File: src/shared/position_word_params.svh
// Purpose: Register map, field positions and fixed widths of the position word generator
// Assumes: Byte-wide register port, byte addresses as listed here
// Notes:   Definitions only
`ifndef POSITION_WORD_PARAMS_SVH
`define POSITION_WORD_PARAMS_SVH

// Register byte addresses
`define ADDR_SPLIT_DIR   8'h1b
`define ADDR_FINE_OFF_B1 8'h1c
`define ADDR_FINE_OFF_B2 8'h1d
`define ADDR_FINE_OFF_B3 8'h1e
`define ADDR_TURN_OFF_B0 8'h1f
`define ADDR_TURN_OFF_B1 8'h20
`define ADDR_TURN_OFF_B2 8'h21
`define ADDR_RESO        8'h24
`define ADDR_STATUS      8'h25

// Field positions
`define SPLIT_MSB        1
`define SPLIT_LSB        0
`define DIR_BIT          2
`define FINE_OFF_LO_MSB  7
`define FINE_OFF_LO_LSB  6
`define TURN_WIDTH_MSB   7
`define TURN_WIDTH_LSB   5
`define FINE_WIDTH_MSB   4
`define FINE_WIDTH_LSB   0
`define STAT_QUAD_MSB    1
`define STAT_QUAD_LSB    0
`define STAT_CORR_BIT    2
`define STAT_BUSY_BIT    3

// Fixed widths
`define CNT_BITS_MAX     37
`define IPO_BITS         13
`define MT_BITS          24
`define MT_PAR_STEP      4
`define MT_SENSOR_SHORT  12

// Field codes
`define MT_SEL_NONE      3'h6
`define MT_SEL_SENSOR_12 3'h3
`define STEP_UP          2'h1
`define STEP_DOWN        2'h3
`define STEP_FAR         2'h2

// Reset values
`define RST_SPLIT        2'h0
`define RST_DIR          1'b0
`define RST_FINE_OFF     26'h0000000
`define RST_TURN_OFF     24'h000000
`define RST_MT_SEL       3'h0
`define RST_ST_SEL       5'h00

`endif

File: src/shared/position_word_pkg.sv
// Purpose: Types shared by the position word generator modules
// Assumes: Nothing beyond the header of constants
// Notes:   Pipeline states are Gray coded along their only path
`default_nettype none
package position_word_pkg;

  typedef enum logic [1:0] {
    S_IDLE = 2'b00,
    S_SYNC = 2'b01,
    S_OFFS = 2'b11,
    S_EMIT = 2'b10
  } pipe_state_t;

  typedef logic [1:0] quadrant_t;
  typedef logic [1:0] split_t;
  typedef logic [2:0] mt_sel_t;
  typedef logic [4:0] st_sel_t;

endpackage
`default_nettype wire

File: src/shared/count_if.sv
// Purpose: Carries the running quarter-period count to the word builder
// Assumes: One clock domain on both ends
// Notes:   Count holds periods above two quadrant bits
`timescale 1ns/1ps
`default_nettype none
interface count_if
  import position_word_pkg::*;
#(
  parameter int CNT_W = 37
) ();
  logic [CNT_W+1:0] quarters;
  quadrant_t        quadrant;

  modport source (output quarters, output quadrant);
  modport sink   (input quarters, input quadrant);
endinterface
`default_nettype wire

File: src/core/period_counter.sv
// Purpose: Free-running period counter driven by the sine and cosine sign comparators
// Assumes: Comparator signs are synchronous to clk_i
// Notes:   Counts quadrants; the upper bits are the period count
`timescale 1ns/1ps
`default_nettype none
`include "position_word_params.svh"
module period_counter
  import position_word_pkg::*;
#(
  parameter int CNT_W = `CNT_BITS_MAX
) (
  // Clock and reset
  input  wire logic clk_i,
  input  wire logic reset_n_i,
  // Comparator signs
  input  wire logic sin_pos_i,
  input  wire logic cos_pos_i,
  // Count toward the word builder
  count_if.source   cnt
);

  localparam int QW = CNT_W + 2;

  function automatic quadrant_t quadrant_of(input logic s, input logic c);
    return {~s, s ^ c};
  endfunction

  quadrant_t     q_now;
  quadrant_t     q_reg;
  quadrant_t     q_step;
  logic          primed_reg;
  logic [QW-1:0] quarters_reg;

  assign q_now  = quadrant_of(sin_pos_i, cos_pos_i);
  assign q_step = q_now - q_reg;

  always_ff @(posedge clk_i or negedge reset_n_i) begin
    if (!reset_n_i) begin
      q_reg      <= 2'h0;
      primed_reg <= 1'b0;
    end else begin
      q_reg      <= q_now;
      primed_reg <= 1'b1;
    end
  end

  // First sample after reset only seeds the quadrant; a two-quadrant jump is ambiguous
  always_ff @(posedge clk_i or negedge reset_n_i) begin
    if (!reset_n_i) begin
      quarters_reg <= '0;
    end else if (primed_reg && q_step == `STEP_UP) begin
      quarters_reg <= quarters_reg + QW'(1);
    end else if (primed_reg && q_step == `STEP_DOWN) begin
      quarters_reg <= quarters_reg - QW'(1);
    end
  end

  assign cnt.quarters = quarters_reg;
  assign cnt.quadrant = q_reg;
endmodule
`default_nettype wire

File: src/core/mt_width_limiter.sv
// Purpose: Cuts the multiturn value to the width selected for each output class
// Assumes: Input is right aligned
// Notes:   Purely combinational; the clock only serves the checks
`timescale 1ns/1ps
`default_nettype none
`include "position_word_params.svh"
module mt_width_limiter
  import position_word_pkg::*;
#(
  parameter int MT_W = `MT_BITS
) (
  // Clock and reset for checks
  input  wire logic            clk_i,
  input  wire logic            reset_n_i,
  // Multiturn value and width select
  input  wire logic [MT_W-1:0] mt_i,
  input  wire mt_sel_t         sel_i,
  // Reduced values
  output logic      [MT_W-1:0] par_o,
  output logic      [MT_W-1:0] sensor_o
);

  if (MT_W != `MT_BITS) begin : g_bad_width
    $error("mt_width_limiter serves only the fixed multiturn width");
  end

  function automatic int unsigned par_bits(input mt_sel_t s);
    return (s >= `MT_SEL_NONE) ? 0 : MT_W - `MT_PAR_STEP * int'(s);
  endfunction

  function automatic int unsigned sensor_bits(input mt_sel_t s);
    if (s >= `MT_SEL_NONE) return 0;
    if (s >= `MT_SEL_SENSOR_12) return `MT_SENSOR_SHORT;
    return MT_W;
  endfunction

  function automatic logic [MT_W-1:0] keep_low(input logic [MT_W-1:0] v, input int unsigned n);
    logic [MT_W-1:0] m;
    m = '0;
    for (int i = 0; i < MT_W; i++) begin
      m[i] = (i < n);
    end
    return v & m;
  endfunction

  // Right aligned, upper bits forced to zero
  assign par_o    = keep_low(mt_i, par_bits(sel_i));
  assign sensor_o = keep_low(mt_i, sensor_bits(sel_i));
endmodule
`default_nettype wire

File: src/core/position_word_generator.sv
// Purpose: Builds the absolute position word from period count and interpolation value
// Assumes: Analog path delivers comparator signs and a 13-bit value beside each request
// Notes:   Word appears three cycles after the request edge; requests while busy are dropped
`timescale 1ns/1ps
`default_nettype none
`include "position_word_params.svh"
module position_word_generator
  import position_word_pkg::*;
#(
  parameter int CNT_W = `CNT_BITS_MAX,
  parameter int IPO_W = `IPO_BITS,
  parameter int MT_W  = `MT_BITS
) (
  // Clock and reset
  input  wire logic              clk_i,
  input  wire logic              reset_n_i,
  // Register port
  input  wire logic [7:0]        reg_addr_i,
  input  wire logic [7:0]        reg_wdata_i,
  input  wire logic              reg_wr_i,
  input  wire logic              reg_rd_i,
  output logic      [7:0]        reg_rdata_o,
  // Conditioned analog path
  input  wire logic              sin_pos_i,
  input  wire logic              cos_pos_i,
  input  wire logic [IPO_W-1:0]  ipo_value_i,
  input  wire logic              pos_request_i,
  // Position toward the output interfaces
  output logic                   pos_valid_o,
  output logic                   busy_o,
  output logic      [MT_W-1:0]   mt_par_o,
  output logic      [25:0]       st_par_o,
  output logic      [MT_W-1:0]   mt_sensor_o,
  output logic      [11:0]       mt_ssi_long_o
);

  localparam int WORD_W = CNT_W + IPO_W;
  localparam int ST_W   = WORD_W - MT_W;
  localparam int QW     = CNT_W + 2;

  if (CNT_W != `CNT_BITS_MAX || IPO_W != `IPO_BITS || MT_W != `MT_BITS) begin : g_bad_cfg
    $error("position_word_generator serves only the fixed word layout");
  end

  function automatic logic [WORD_W-1:0] low_mask(input int unsigned n);
    logic [WORD_W-1:0] m;
    m = '0;
    for (int i = 0; i < WORD_W; i++) begin
      m[i] = (i < n);
    end
    return m;
  endfunction

  ////////////////////////////////////////////////////////////////////////////////
  // Configuration registers

  split_t          split_reg;
  logic            dir_reg;
  logic [ST_W-1:0] fine_off_reg;
  logic [MT_W-1:0] turn_off_reg;
  mt_sel_t         mt_sel_reg;
  st_sel_t         st_sel_reg;
  logic [7:0]      rdata_reg;
  logic [7:0]      rdata_next;

  always_ff @(posedge clk_i or negedge reset_n_i) begin
    if (!reset_n_i) begin
      split_reg  <= `RST_SPLIT;
      dir_reg    <= `RST_DIR;
      fine_off_reg <= `RST_FINE_OFF;
      turn_off_reg <= `RST_TURN_OFF;
      mt_sel_reg <= `RST_MT_SEL;
      st_sel_reg <= `RST_ST_SEL;
    end else if (reg_wr_i) begin
      unique case (reg_addr_i)
        `ADDR_SPLIT_DIR: begin
          split_reg      <= reg_wdata_i[`SPLIT_MSB:`SPLIT_LSB];
          dir_reg        <= reg_wdata_i[`DIR_BIT];
          fine_off_reg[1:0] <= reg_wdata_i[`FINE_OFF_LO_MSB:`FINE_OFF_LO_LSB];
        end
        `ADDR_FINE_OFF_B1: begin
          fine_off_reg[9:2] <= reg_wdata_i;
        end
        `ADDR_FINE_OFF_B2: begin
          fine_off_reg[17:10] <= reg_wdata_i;
        end
        `ADDR_FINE_OFF_B3: begin
          fine_off_reg[25:18] <= reg_wdata_i;
        end
        `ADDR_TURN_OFF_B0: begin
          turn_off_reg[7:0] <= reg_wdata_i;
        end
        `ADDR_TURN_OFF_B1: begin
          turn_off_reg[15:8] <= reg_wdata_i;
        end
        `ADDR_TURN_OFF_B2: begin
          turn_off_reg[23:16] <= reg_wdata_i;
        end
        `ADDR_RESO: begin
          mt_sel_reg <= reg_wdata_i[`TURN_WIDTH_MSB:`TURN_WIDTH_LSB];
          st_sel_reg <= reg_wdata_i[`FINE_WIDTH_MSB:`FINE_WIDTH_LSB];
        end
        default: begin
        end
      endcase
    end
  end

  ////////////////////////////////////////////////////////////////////////////////
  // Register read: data stand only in the cycle after the strobe

  count_if #(.CNT_W(CNT_W)) count_bus ();
  pipe_state_t state_reg;
  logic        corrected_reg;
  logic        busy_reg;

  always_comb begin
    rdata_next = 8'h00;
    unique case (reg_addr_i)
      `ADDR_SPLIT_DIR: begin
        rdata_next[`SPLIT_MSB:`SPLIT_LSB]       = split_reg;
        rdata_next[`DIR_BIT]                    = dir_reg;
        rdata_next[`FINE_OFF_LO_MSB:`FINE_OFF_LO_LSB] = fine_off_reg[1:0];
      end
      `ADDR_FINE_OFF_B1: rdata_next = fine_off_reg[9:2];
      `ADDR_FINE_OFF_B2: rdata_next = fine_off_reg[17:10];
      `ADDR_FINE_OFF_B3: rdata_next = fine_off_reg[25:18];
      `ADDR_TURN_OFF_B0: rdata_next = turn_off_reg[7:0];
      `ADDR_TURN_OFF_B1: rdata_next = turn_off_reg[15:8];
      `ADDR_TURN_OFF_B2: rdata_next = turn_off_reg[23:16];
      `ADDR_RESO: begin
        rdata_next[`TURN_WIDTH_MSB:`TURN_WIDTH_LSB] = mt_sel_reg;
        rdata_next[`FINE_WIDTH_MSB:`FINE_WIDTH_LSB] = st_sel_reg;
      end
      `ADDR_STATUS: begin
        rdata_next[`STAT_QUAD_MSB:`STAT_QUAD_LSB] = count_bus.quadrant;
        rdata_next[`STAT_CORR_BIT]                = corrected_reg;
        rdata_next[`STAT_BUSY_BIT]                = busy_reg;
      end
      default: rdata_next = 8'h00;
    endcase
  end

  always_ff @(posedge clk_i or negedge reset_n_i) begin
    if (!reset_n_i) begin
      rdata_reg <= 8'h00;
    end else begin
      rdata_reg <= reg_rd_i ? rdata_next : 8'h00;
    end
  end

  assign reg_rdata_o = rdata_reg;

  ////////////////////////////////////////////////////////////////////////////////
  // Period counter

  period_counter #(.CNT_W(CNT_W)) u_counter (
    .clk_i     (clk_i),
    .reset_n_i (reset_n_i),
    .sin_pos_i (sin_pos_i),
    .cos_pos_i (cos_pos_i),
    .cnt       (count_bus.source)
  );

  ////////////////////////////////////////////////////////////////////////////////
  // Word pipeline datapath

  logic [QW-1:0]     snap_q_reg;
  logic [IPO_W-1:0]  ipo_reg;
  logic [WORD_W-1:0] full_reg;
  logic [MT_W-1:0]   mt_adj_reg;
  logic [ST_W-1:0]   st_al_reg;
  logic [1:0]        sync_delta;
  logic [QW-1:0]     adj_q;
  logic [WORD_W-1:0] active_mask;
  logic [WORD_W-1:0] full_raw;
  logic [WORD_W-1:0] full_dir;
  logic [WORD_W-1:0] st_mask;
  logic [WORD_W-1:0] mt_shift;
  logic [MT_W-1:0]   mt_raw;
  logic [ST_W-1:0]   st_raw;
  logic [ST_W-1:0]   st_diff;
  logic [WORD_W-1:0] st_cut_mask;
  logic [MT_W-1:0]   mt_par_w;
  logic [MT_W-1:0]   mt_sensor_w;
  int unsigned       split_n;
  int unsigned       st_cut;

  assign split_n = int'(split_reg);

  // Counter may have moved a quadrant past the sample; the interpolator's quadrant wins
  assign sync_delta = ipo_reg[IPO_W-1 -: 2] - snap_q_reg[1:0];

  always_comb begin
    if (sync_delta == `STEP_UP) begin
      adj_q = snap_q_reg + QW'(1);
    end else if (sync_delta == `STEP_DOWN) begin
      adj_q = snap_q_reg - QW'(1);
    end else begin
      adj_q = snap_q_reg;
    end
  end

  // Split code trims the counter's top bits, interpolation stays in place
  assign active_mask = low_mask(WORD_W - split_n);
  assign full_raw    = {adj_q[QW-1:2], ipo_reg} & active_mask;
  assign full_dir    = dir_reg ? (~full_raw & active_mask) : full_raw;

  assign st_mask  = low_mask(ST_W - split_n);
  assign mt_shift = full_reg >> (ST_W - split_n);
  assign mt_raw   = mt_shift[MT_W-1:0];
  assign st_raw   = full_reg[ST_W-1:0] & st_mask[ST_W-1:0];
  assign st_diff  = (st_raw - fine_off_reg) & st_mask[ST_W-1:0];

  // Singleturn cut from the bottom so it stays left aligned
  assign st_cut      = (int'(st_sel_reg) > ST_W) ? ST_W : int'(st_sel_reg);
  assign st_cut_mask = low_mask(st_cut);

  mt_width_limiter #(.MT_W(MT_W)) u_limiter (
    .clk_i     (clk_i),
    .reset_n_i (reset_n_i),
    .mt_i      (mt_adj_reg),
    .sel_i     (mt_sel_reg),
    .par_o     (mt_par_w),
    .sensor_o  (mt_sensor_w)
  );

  ////////////////////////////////////////////////////////////////////////////////
  // Pipeline control

  always_ff @(posedge clk_i or negedge reset_n_i) begin
    if (!reset_n_i) begin
      state_reg <= S_IDLE;
      busy_reg  <= 1'b0;
    end else begin
      unique case (state_reg)
        S_IDLE: begin
          if (pos_request_i) begin
            state_reg <= S_SYNC;
            busy_reg  <= 1'b1;
          end
        end
        S_SYNC: state_reg <= S_OFFS;
        S_OFFS: state_reg <= S_EMIT;
        S_EMIT: begin
          state_reg <= S_IDLE;
          busy_reg  <= 1'b0;
        end
      endcase
    end
  end

  always_ff @(posedge clk_i or negedge reset_n_i) begin
    if (!reset_n_i) begin
      snap_q_reg    <= '0;
      ipo_reg       <= '0;
      full_reg      <= '0;
      mt_adj_reg    <= '0;
      st_al_reg     <= '0;
      corrected_reg <= 1'b0;
    end else begin
      if (state_reg == S_IDLE && pos_request_i) begin
        snap_q_reg <= count_bus.quarters;
        ipo_reg    <= ipo_value_i;
      end
      if (state_reg == S_SYNC) begin
        full_reg      <= full_dir;
        corrected_reg <= (adj_q != snap_q_reg);
      end
      if (state_reg == S_OFFS) begin
        mt_adj_reg <= mt_raw - turn_off_reg;
        st_al_reg  <= st_diff << split_n;
      end
    end
  end

  ////////////////////////////////////////////////////////////////////////////////
  // Output registers, position held until the next word, valid pulsed for one cycle

  logic            valid_reg;
  logic [MT_W-1:0] mt_par_reg;
  logic [ST_W-1:0] st_par_reg;
  logic [MT_W-1:0] mt_sensor_reg;
  logic [11:0]     mt_ssi_reg;

  always_ff @(posedge clk_i or negedge reset_n_i) begin
    if (!reset_n_i) begin
      valid_reg     <= 1'b0;
      mt_par_reg    <= '0;
      st_par_reg    <= '0;
      mt_sensor_reg <= '0;
      mt_ssi_reg    <= 12'h000;
    end else begin
      valid_reg <= (state_reg == S_EMIT);
      if (state_reg == S_EMIT) begin
        mt_par_reg    <= mt_par_w;
        st_par_reg    <= st_al_reg & ~st_cut_mask[ST_W-1:0];
        mt_sensor_reg <= mt_sensor_w;
        mt_ssi_reg    <= mt_adj_reg[`MT_SENSOR_SHORT-1:0];
      end
    end
  end

  assign pos_valid_o   = valid_reg;
  assign busy_o        = busy_reg;
  assign mt_par_o      = mt_par_reg;
  assign st_par_o      = st_par_reg;
  assign mt_sensor_o   = mt_sensor_reg;
  assign mt_ssi_long_o = mt_ssi_reg;
endmodule
`default_nettype wire

File: config.mk
export PLATFORM = sky130hd
export DESIGN_NAME = position_word_generator
export DESIGN_NICKNAME = d
export VERILOG_FILES = /design/src/shared/position_word_pkg.sv /design/src/shared/count_if.sv /design/src/core/period_counter.sv /design/src/core/mt_width_limiter.sv /design/src/core/position_word_generator.sv
export VERILOG_INCLUDE_DIRS = /design/src /design/src/shared
export SDC_FILE = /design/constraint.sdc
export NUM_CORES = 1
export LEC_CHECK = 0
export BUFFER_PORTS_ARGS = -buffer_cell sky130_fd_sc_hd__buf_4
export CORE_ASPECT_RATIO = 1.5
export CORE_MARGIN = 2
export CORE_UTILIZATION = 40
export CTS_CLUSTER_DIAMETER = 80
export DETAILED_ROUTE_END_ITERATION = 7
export PLACE_DENSITY = 0.65
export SETUP_SLACK_MARGIN = 0.05
export SYNTH_ARGS = -nofsm -noshare
export SYNTH_HDL_FRONTEND = slang
export SYNTH_HIERARCHICAL = 1
export SYNTH_SLANG_ARGS = --single-unit
File: constraint.sdc
create_clock -name clk_i -period 5.2 [get_ports clk_i]
set_clock_uncertainty 0.15 [all_clocks]
set_input_delay 0.26 -clock clk_i [delete_from_list [all_inputs] [get_ports clk_i]]
set_output_delay 0.26 -clock clk_i [all_outputs]
set_load 0.005 [all_outputs]
==> impl_results.md <==
* DR pass1 iterations at 6
* Clk Latency, worst-skew pair at 0.54 ns
* Slew Limit Fails at 0
* Final instance area at 25500 sq um
* Most frequent cells in the layout: nand2_1 (472), dfrtp_1 (352), o21ai_0 (190), buf_4 (152), mux2_2 (114)
* Post-synth EDFFs at 0
* PnR Total Power at 15.7 mW
* TritonCTS Buffers at 39
* Max Buffers Root-to-Sink at 3
* Placer Congestion at 0.991
* Commonest non-fill, non-tap cell in the layout: nand2_1
* Row count at 106
* All-Layer GR Usage at 0.233
* Die W at 197 um
* Post-layout nets at 2708
* Die Ht at 294 um
* Area contributors post-synth: dfrtp_1 (40%), nand2_1 (7.9%), mux2_2 (5.7%), ha_1 (5.5%), o21ai_0 (4.2%)
* Yosys cell types at 91
* Ports at 132
* Drt wl/cell at 20.4 um
* Remaining global-route overflow at 0
* Flip-flop count of the largest register after layout at 50
* Max FO, Critical Path at 20
* Hold_sp: reg_addr_i[2]
* CTS H-tree depth at 2
* Worst Path Arrival at 4.84 ns
* Leak pwr at 11.6 nW
* Sequential element share of the synthesized area at 0.396
* Via count at 18557
* Core Region at 55600 sq um
* Tmin final at 4.58 ns
* Main synth FF type: dfrtp_1
* YS warnings at 6
* Synthesis-to-finish area growth at 14.0%
* Routed WL at 67400 um
* Global-route wire length before repair at 106000 um
* Cell area after synthesis at 22400 sq um
* CTS clock-pin slew for the worst setup and hold paths at 0.07 ns
* Critical Path Start: sin_pos_i
* Antenna violations before repair at 0
* Setup crit start kind: input port
* Synth Register Bits at 354
* DIE AREA at 57900 sq um
* Crit Path Category: input port to flop
* DRT antenna net count at 0
* Setup Viol. Count Final at 0
* Final HPWL DP at 51700 um
* Flop2flop setup slack at 0.64 ns
* Mean post-synth cell area at 8.97 sq um
* Post-synth top area share at 0.396
* Layout cells sized above 1 at 0.148
* Residual DRC at 0
* Fin crit share at 0.882
* Initial Util at 0.403
* RR Startpoint: split_reg[0]
* Worst R2R Path Depth at 16
* Critical path required time at 5.46 ns
* Max-slew headroom at 0.244
* RR Endpoint: mt_adj_reg[22]
* CTS root buffer: clkbuf_16
* PortBufs at 131
* Dpl cell area at 23900 sq um
* Max Fclk at 218 MHz
* Number of hold violations in the final report at 0
* Worst Setup End Kind: flop
* # resized after CTS at 0
* Vias/cell at 5.62
* CP Capture Point: u_counter/cnt.quarters[30]
* Largest net degree at the start of global routing at 126
* Syn_nets at 2632
* Vias in the first global route at 18734
* Setup TNS at 0 ns
* Synth async-reset ratio at 1.00
* Initial DRC count at 1147
* Post-Syn Instances at 2495
* Clk sinks at 354
* Worst-Margin Slew at 1.12 ns
* Power Density at 617 nW/um^2
* Max-cap violations at 0
* Post-synth top area cell: dfrtp_1
* CTS tree: yes
* Number of diodes at 0
* RSZ-0062 raised after global routing: no
* Status: completed
* Hold Path Class: input port to flop
* Fillers at 5294
* Peak supply drop at 0.279 mV
worst min path at each step:
stage / endpoint / slack (ns) / cells after the start
2_1_floorplan: busy_o / -0.19 / 0
5_1_grt: reg_rdata_o[2] / 0.14 / 3
4_1_cts: reg_rdata_o[2] / 0.1 / 3
3_5_place_dp: mt_sensor_o[5] / 0.28 / 1
3_3_place_gp: mt_sensor_o[5] / 0.27 / 1
6_report: reg_rdata_o[2] / 0.10 / 3
timing repair:
item / 4_1_cts / 5_1_grt
buffers inserted: 0 / 0
hold buffers: 26 / 0
endpoints found under the hold margin: 200 / 0
layer usage:
layer / wire [um] / part of all wire / track usage
met1: 24900 / 0.37 / 0.245
met2: 35400 / 0.53 / 0.438
met3: 2250 / 0.033 / 0.0226
met4: 4900 / 0.073 / 0.154
met5: 0 / 0 / 0
logic make-up after synthesis:
kind of cell,after synthesis,share of synthesized area
buffers and inverters,231,0.0409
and+or+nand+nor,878,0.181
muxes,170,0.0897
DFF,354,0.396
other,1,0.000168
xor gates and xnor gates,159,0.0635
AOI/OAI and AO/OA,601,0.171
adders and majority gates,101,0.0575
cells in the mapped netlist (41+ instances only):
library cell and number:
nand3_1 78, ha_1 98, a21oi_1 106, nand2_1 473, inv_1 83, xor2_1 50, mux2_2 114, clkbuf_1 117
o21ai_0 190, o21ai_1 41, mux2i_1 43, nor2_1 80, dfrtp_1 354, xnor2_1 107, and2_1 43, a21o_1 42
worst max-delay path, cell delays in order:
cell and delay, ns:
dlygate4sd3_1 0.53, buf_4 0.15, xnor2_1 0.20, ha_1 0.20, xnor2_1 0.13, xnor2_1 0.08
and2_1 0.20, inv_1 0.52, buf_4 0.40, ha_1 0.38, a21oi_1 0.26, o21ai_1 0.10
a211oi_1 0.28, inv_1 0.07, o21ai_1 0.50, a21oi_1 0.18, o211ai_1 0.22, o311ai_1 0.14
metrics by stage:
stage                     hold WS [ns]  worst slack, ns   util  instances
after detailed placement         0.280            0.627  0.430       3206
after floorplan                 -0.186           0.0621      -       2495
after CTS                       0.0971            0.631  0.459       3300
final                            0.103            0.615  0.459       3300
after global routing             0.142            0.354  0.459       3300
after global placement           0.271            0.645  0.430       3206
where the power goes:
part | switching [mW] | internal [mW]
logic | 4.72 | 3.33
registers | 0.985 | 3.74
clock network | 1.16 | 1.82
total | 6.86 | 8.89
area by class of cell:
type	instances	area [sq um]	area share
clock buffer	56	1170	0.0459
sequential	354	8860	0.347
tap	702	878	0.0344
multi-input combinational	1910	12600	0.495
inverter	85	319	0.0125
timing repair buffer	181	1460	0.0571
clock inverter	12	200	0.00784
No activity file was read; power rests on OpenSTA's default activity.
